$ cat src/hw/mcv_map.svh
`ifndef MCV_MAP_SVH
`define MCV_MAP_SVH
`define MCV_DATA_OFFSET 8'h55
`define MCV_IO_OFFSET 6'h35
`define MCV_IO_BASE 8'h20
`define MCV_EXT_IO_BASE 8'h60
`define MCV_RESET_VALUE 8'h00
`define MCV_BIT_DEBUG_DIS 7
`define MCV_BIT_PULLUP_DIS 4
`define MCV_BIT_VEC_SEL 1
`define MCV_BIT_VEC_CHG 0
`define MCV_WRITE_MASK 8'h93
`define MCV_TIMED_CYCLES 3'h4
`endif

$ cat src/hw/mcv_pkg.sv
package mcv_pkg;
	typedef logic [7:0] mcv_byte_t;
	typedef logic [2:0] mcv_count_t;
	typedef logic [15:0] mcv_addr_t;
endpackage : mcv_pkg

$ cat src/hw/mcv_timer.sv
`timescale 1ns/100ps
`default_nettype none
`include "mcv_map.svh"
module mcv_timer
	import mcv_pkg::*;
(
	input wire logic clk,
	input wire logic reset,
	input wire logic start,
	input wire logic cancel,
	output logic active
);
	mcv_count_t count_q;
	mcv_count_t count_d;
	wire running = (count_q != 3'h0);
	// Start restarts the window; cancel wins over an expiring count
	assign count_d = cancel ? 3'h0 : start ? `MCV_TIMED_CYCLES : running ? count_q - 3'h1 : 3'h0;
	assign active = running;
	always_ff @(posedge clk or posedge reset) begin
		if (reset) count_q <= 3'h0;
		else count_q <= count_d;
	end
endmodule : mcv_timer
`default_nettype wire

$ cat src/hw/mcv_control.sv
`timescale 1ns/100ps
`default_nettype none
`include "mcv_map.svh"
module mcv_control
	import mcv_pkg::*;
(
	input wire logic clk,
	input wire logic reset,
	input wire logic io_we,
	input wire logic io_re,
	input wire logic [5:0] io_addr,
	input wire logic ds_we,
	input wire logic ds_re,
	input wire logic [15:0] ds_addr,
	input wire logic [7:0] wdata,
	output logic [7:0] rdata,
	output logic rsel,
	input wire logic instr_done,
	input wire logic [1:0] boot_size_fuses,
	input wire logic app_boot_lock_bit,
	input wire logic boot_section_lock_bit,
	input wire logic exec_in_boot,
	input wire logic debug_port_enable_fuse,
	input wire logic [5:0] vector_index,
	output logic [16:0] vector_address,
	output logic irq_block,
	output logic debug_port_enabled,
	output logic pullup_disable,
	output logic vector_table_select
);
	// I/O window covers only 0x20..0x5f; extended space never matches it
	wire io_hit = (io_addr == `MCV_IO_OFFSET);
	wire ds_hit = (ds_addr == {8'h00, `MCV_DATA_OFFSET});
	wire wr = (io_we & io_hit) | (ds_we & ds_hit);
	wire rd = (io_re & io_hit) | (ds_re & ds_hit);
	mcv_byte_t wval;
	assign wval = wdata & `MCV_WRITE_MASK;
	logic sel_q, sel_d, dbg_q, dbg_d, pud_q, post_q, post_d;
	logic dbg_pend_q, dbg_val_q;
	wire chg_active;
	wire dbg_active;
	wire chg_set = wr & wval[`MCV_BIT_VEC_CHG] & ~chg_active;
	// Select write only legal with enable low during the window
	wire sel_write = wr & chg_active & ~wval[`MCV_BIT_VEC_CHG];
	mcv_timer u_chg (
		.clk(clk),
		.reset(reset),
		.start(chg_set),
		.cancel(sel_write),
		.active(chg_active)
	);
	wire dbg_w = wr & (wval[`MCV_BIT_DEBUG_DIS] != dbg_q);
	wire dbg_commit = dbg_w & dbg_pend_q & dbg_active & (dbg_val_q == wval[`MCV_BIT_DEBUG_DIS]);
	mcv_timer u_dbg (
		.clk(clk),
		.reset(reset),
		.start(dbg_w & ~dbg_commit),
		.cancel(dbg_commit),
		.active(dbg_active)
	);
	assign sel_d = sel_write ? wval[`MCV_BIT_VEC_SEL] : sel_q;
	assign dbg_d = dbg_commit ? wval[`MCV_BIT_DEBUG_DIS] : dbg_q;
	// Hold mask through the instruction after the select write
	assign post_d = sel_write ? 1'b1 : (instr_done ? 1'b0 : post_q);
	always_ff @(posedge clk or posedge reset) begin
		if (reset) begin
			sel_q <= 1'b0;
			dbg_q <= 1'b0;
			pud_q <= 1'b0;
			post_q <= 1'b0;
			dbg_pend_q <= 1'b0;
			dbg_val_q <= 1'b0;
		end else begin
			sel_q <= sel_d;
			dbg_q <= dbg_d;
			if (wr) pud_q <= wval[`MCV_BIT_PULLUP_DIS];
			post_q <= post_d;
			dbg_pend_q <= (dbg_w & ~dbg_commit) | (dbg_pend_q & dbg_active & ~dbg_commit);
			if (dbg_w) dbg_val_q <= wval[`MCV_BIT_DEBUG_DIS];
		end
	end
	// Boot start from fuses: 4K/2K/1K/512 words below top of flash
	logic [16:0] boot_start;
	always_comb begin
		unique case (boot_size_fuses)
			2'b00: boot_start = 17'h1f000;
			2'b01: boot_start = 17'h1f800;
			2'b10: boot_start = 17'h1fc00;
			2'b11: boot_start = 17'h1fe00;
		endcase
	end
	wire [16:0] table_addr = {10'h000, vector_index, 1'b0};
	assign vector_address = sel_q ? boot_start + table_addr : table_addr;
	// Mask only gates dispatch; status register flag is not touched here
	wire lock_block = (sel_q & app_boot_lock_bit & ~exec_in_boot) | (~sel_q & boot_section_lock_bit & exec_in_boot);
	assign irq_block = chg_active | post_q | lock_block;
	assign debug_port_enabled = debug_port_enable_fuse & ~dbg_q;
	assign pullup_disable = pud_q;
	assign vector_table_select = sel_q;
	mcv_byte_t rd_val;
	assign rd_val = {dbg_q, 2'b00, pud_q, 2'b00, sel_q, chg_active};
	assign rsel = rd;
	assign rdata = rd ? rd_val : 8'h00;
endmodule : mcv_control
`default_nettype wire

$ cat config.mk
export PLATFORM = sky130hd
export DESIGN_NAME = mcv_control
export DESIGN_NICKNAME = d
export VERILOG_FILES = /design/src/hw/mcv_pkg.sv /design/src/hw/mcv_timer.sv /design/src/hw/mcv_control.sv
export VERILOG_INCLUDE_DIRS = /design/src /design/src/hw
export SDC_FILE = /design/constraint.sdc
export NUM_CORES = 1
export LEC_CHECK = 0
export ABC_AREA = 1
export BUFFER_PORTS_ARGS = -buffer_cell sky130_fd_sc_hd__buf_2
export CAP_MARGIN = 15
export CORE_UTILIZATION = 41
export CTS_CLUSTER_SIZE = 30
export DETAILED_ROUTE_END_ITERATION = 10
export PLACE_DENSITY = 0.81
export SYNTH_ARGS = -nofsm -noshare
export SYNTH_HDL_FRONTEND = slang
export SYNTH_HIERARCHICAL = 1
export SYNTH_SLANG_ARGS = --single-unit
export TNS_END_PERCENT = 20
$ cat constraint.sdc
create_clock -name clk -period 3.8 [get_ports clk]
set_input_delay 0.19 -clock clk [delete_from_list [all_inputs] [get_ports clk]]
set_output_delay 0.19 -clock clk [all_outputs]
set_load 0.03 [all_outputs]
## Word level (Yosys, flattened, before mapping)

Cells that the tools add are included.

- Word-level logic and storage cells: 65
- Register bits: 12
- Input bits: 49
- Output and inout bits: 30

- Equality and inequality tests: 7
- Reduce and logical (&&, ||, !) cells: 4
- $add $sub $neg: 3
- Bitwise gates (word level): 32
- Multiplexer cells: 11

Operators by type and width:

| cell | count |
|---|---|
| $pmux W17 S4 | 1 |
| $and A1 B1 Y1 | 20 |
| $mux W3 | 6 |
| $add A17 B7 Y17 | 1 |
| $mux W17 | 1 |
| $eq A16 B7 Y1 const B | 1 |
| $mux W8 | 1 |
| $eq A6 B6 Y1 const B | 1 |
| $not A1 Y1 | 6 |
| $or A1 B1 Y1 | 6 |
| $reduce_bool A3 Y1 | 2 |
| $sub A3 B1 Y3 const B | 2 |
| $eq A2 B2 Y1 const B | 2 |
| $eq A2 B1 Y1 const B | 1 |
| $logic_not A2 Y1 | 1 |
| $mux W1 | 2 |
| $reduce_bool A2 Y1 | 1 |
| $eq A1 B1 Y1 | 1 |
| $ne A1 B1 Y1 | 1 |

## Depth between registers and ports, before layout

- Depth after elaboration: 11
- Mapped depth: 11
- Gate-level depth less buffers: 11

## Cells and area by module

The synthesis kept the hierarchy.

Modules (own cells, without submodules):

| module | area an instance (um^2) | instances | seq. area each (um^2) | cells each |
|---|---|---|---|---|
| mcv_control | 658.1 | 1 | 150.1 | 99 |
| mcv_timer | 146.4 | 2 | 75.1 | 18 |

## Least setup slack after synthesis

OpenSTA, ideal clock, no wires.

- Kind: register to output
- Start point: register sel_q (netlist: vector_table_select)
- End point: output port vector_address[11]
- Path buffers: 0
- Stages on the path, launching flop included: 3
- Arrival time: 1,447 ps
- Path slack: 2,163 ps
- Data required time: 3,610 ps
- Cell sequence: dfrtp_1 inv_1 o21ai_0

- Word-level cells in the longest chain between the ends: 1

Ends and longest elaborated chain:

| what | RTL line | source |
|---|---|---|
| start: declaration | mcv_control.sv:38 | `logic sel_q, sel_d, dbg_q, dbg_d, pud_q, post_q, post_d;` |
| start signal: assignment | mcv_control.sv:74 | `sel_q <= sel_d;` |
| $mux W17 | mcv_control.sv:93 | `assign vector_address = sel_q ? boot_start + table_addr : table_addr;` |
| end: declaration | mcv_control.sv:25 | `output logic [16:0] vector_address,` |

No other way between the ends.

## Worst setup path after layout

- Start point: register u_chg.count_q[1]
- End point: output port irq_block

- Word-level cells in the longest chain between the ends: 3

Ends and longest elaborated chain:

| what | RTL line | source |
|---|---|---|
| start: declaration | mcv_timer.sv:13 | `mcv_count_t count_q;` |
| start signal: assignment | mcv_timer.sv:21 | `else count_q <= count_d;` |
| $reduce_bool A3 Y1 | mcv_timer.sv:15 | `wire running = (count_q != 3'h0);` |
| via chg_active | mcv_control.sv:40 | `wire chg_active;` |
| $or A1 B1 Y1 (2 in a row) | mcv_control.sv:96 | `assign irq_block = chg_active \| post_q \| lock_block;` |
| end: declaration | mcv_control.sv:26 | `output logic irq_block,` |

The timed path passes the listed nets, and every way through them passes these cells.

==> metrics.txt <==
outcome completed; Flop pwr share about 41%; Final nets ~230; Place WS ~2.4 ns; most frequent CP cell inv_1; share of cells above drive strength 1 42.1%; clk_skew 0.000625 ns; Largest stage delay, worst path around 0.41 ns; Worst Path Required between 3 and 4 ns; main area contributors after synthesis dfrtp_1, buf_4, inv_1; Max Clock Freq 0.619 GHz; total number of vias around 890; top cell type's share of synthesized area approximately a third; area growth from synthesis to layout 25.7%; xor-xnor portion of the synthesized cell area 2.63%; crit-path cells nor2_2 -> inv_1 -> nor2_2 -> inv_1 -> inv_1 -> o2111ai_1 -> buf_2; Adder-Cell Fraction of Synth Area 0%; Seq/Total Area, Yosys 31.6%; Num CTS Buffers 3; endpoints failing setup 0; utilization after layout 54.5%; Cell Area, Synth 951 µm²; CTS tree done; Post-CTS Resized 0; Synth Area in Compound Gates 6.97%; wire per inst between 8 and 9 µm; CP Launch Type flop; IO Count 79; via/cell ratio about 4.2; vias in the first global route 890; Post-CTS Setup Bufs 0; mux cell area share after synthesis 0%; Fill cells about 230; RSZ-0062 raised after global routing false; Clock transition at path regs around 0.07 ns; PD cells just over 300 nW/µm²; #FFs+latches synth 12; YS warnings 6; LEAKAGE roughly 0.76 nW; main combinational cell family by area after synthesis simple AND/OR/NAND/NOR gates; worst hold path type input port to flop; endpoint class of the critical path output port; Port Buffers 55; Die W ~50 µm; GRT Util Overall between 10% and 20%; Pint approximately 0.00024 W; gate count of the mapped netlist 135; fin. max-slew vios 0; fin crit share approximately 43%; DRT iter0 DRCs 9; Placer Congestion ~0.70; synthesized-area fraction occupied by and/or/nand/nor cells between 30% and 40%; Post-route DRC 0; antenna violations before repair 0; CTS H-tree depth 1; cell at the slowest stage of the critical path dfrtp_1; Congestion Overflow GR 0; Setup TNS Final 0 ns; clk_lat worst skew 0.26 ns; first-pass GRT wire length 3410 µm; clock power share a little over a quarter; critical path class flop to output port; Max Fanout on Critical Path 3; largest net degree at the start of global routing 11; Sw Pwr between 0.0001 and 0.00015 W; row count 17; clk sinks 12; tightest hold margin between 0.1 and 0.15 ns; core box area around 2200 µm²; setup slack after layout 2.18 ns; average cell area after synthesis roughly 7.0 µm²; maxcap violations 0; final hold vios 0; antenna viol nets, final 0; Synth cell types 20; starting density of the core between 40% and 50%; worst path arrival time roughly 1.4 ns; routed wire length approximately 1800 µm; leading area contributor after synthesis dfrtp_1; Sw Ratio approximately a third; Detail Placement HPWL between 1500 and 2000 µm; n_diodes 0; Worst VDD drop 152 µV; Logic pwr share between 30% and 40%; clock buffer depth 2; fin crit period around 1.6 ns; die span in y ~50 µm; die area between 2000 and 3000 µm²; drt pass-1 iters 4; Clk Tree Root Cell clkbuf_4
==> cell usage after synthesis (all sizes together) <==
cell type  instances
nor2              25
nand4              2
a21oi              2
inv               27
conb               1
dfrtp             12
buf               18
o2111ai            1
xor2               2
nand3              8
and3               1
o21ai              5
nand2             28
nor3b              1
a21boi             2
==> placed cells by master (no fill, tap or decap), types with 2 or more instances in the layout <==
cell / netlist / final
nand3_1: 4 / 4
a21oi_1: 2 / 2
nor2_2: 7 / 7
dfrtp_1: 12 / 12
nor2_1: 18 / 18
o21ai_0: 5 / 5
nand4_1: 2 / 2
clkbuf_4: 0 / 3
a21boi_2: 2 / 2
nand3_2: 4 / 4
inv_1: 27 / 27
conb_1: 1 / 7
nand2_1: 26 / 26
buf_2: 0 / 55
==> power by group through the flow <==
stage                     clock [W]  sequential, W  combinational, W
after floorplan                   0       0.000159         0.0000943
after global placement            0       0.000155          0.000115
after detailed placement          0       0.000155          0.000117
after CTS                  0.000105       0.000152          0.000119
after global routing       0.000111       0.000156          0.000131
final                     0.0000986       0.000152          0.000117
==> per-layer routing <==
metal  up-vias  track usage (%)  wire length, µm
li1        479                -                -
met4         0             7.62               17
met2        33             31.6              908
met5         -                0                0
met3         2             3.33              106
met1       377             19.7              786
==> worst max-delay path: cells and delay by family, from the launching register on <==
kind	cells	cell delay, ns
AO/OA/AOI/OAI	1	0.10
buffers and inverters	4	0.42
flip-flops	1	0.41
AND/OR/NAND/NOR	2	0.23
==> sequential cells by signal (all words and copies together), names as in the netlist <==
signal               count
u_chg/count_q            3
u_dbg/count_q            3
dbg_pend_q               1
dbg_q                    1
dbg_val_q                1
post_q                   1
pullup_disable           1
vector_table_select      1
==> logic make-up (layout without fill, tap and decap cells) <==
| group | Yosys count | in the layout |
|---|---|---|
| compound gates | 10 | 10 |
| buf+inv | 45 | 87 |
| simple gates | 65 | 65 |
| other cells | 1 | 7 |
| xor+xnor | 2 | 2 |
| flops | 12 | 12 |
==> per-stage QoR <==
stage / power (W) / instance area, µm² / instances
after floorplan: 0.000253 / 973 / 141
after global placement: 0.000270 / 1150 / 206
after detailed placement: 0.000272 / 1150 / 206
after CTS: 0.000376 / 1190 / 211
after global routing: 0.000398 / 1190 / 211
final: 0.000368 / 1190 / 211
==> final timing paths <==
kind / depth (start not counted) / endpoint / slack, ns / startpoint
worst min register to register: 2 / dbg_val_q / 0.50 / dbg_val_q
worst max register to register: 11 / u_dbg/count_q[0] / 2.41 / u_dbg/count_q[1]
min in group asynchronous: 3 / u_chg/count_q[0] / 0.35 / reset
worst max-delay path: 7 / irq_block / 2.18 / u_chg/count_q[1]
max in group asynchronous: 3 / dbg_q / 3.20 / reset
worst min-delay path: 2 / post_q / 0.10 / instr_done
==> cell type report <==
cell class / instances / area (µm²) / share of cell area (%)
sequential: 12 / 300 / 25.1
timing repair buffer: 56 / 285 / 23.9
clock buffer: 4 / 36.3 / 3.04
multi-input combinational: 84 / 437 / 36.5
tap: 28 / 35.0 / 2.93
inverter: 27 / 101 / 8.48
==> repair_timing <==
action                                  4_1_cts  5_1_grt
endpoints found under the setup margin        0        0
hold buffers                                  1        0
endpoints found under the hold margin        12        0
No activity file was read; power rests on OpenSTA's default activity.
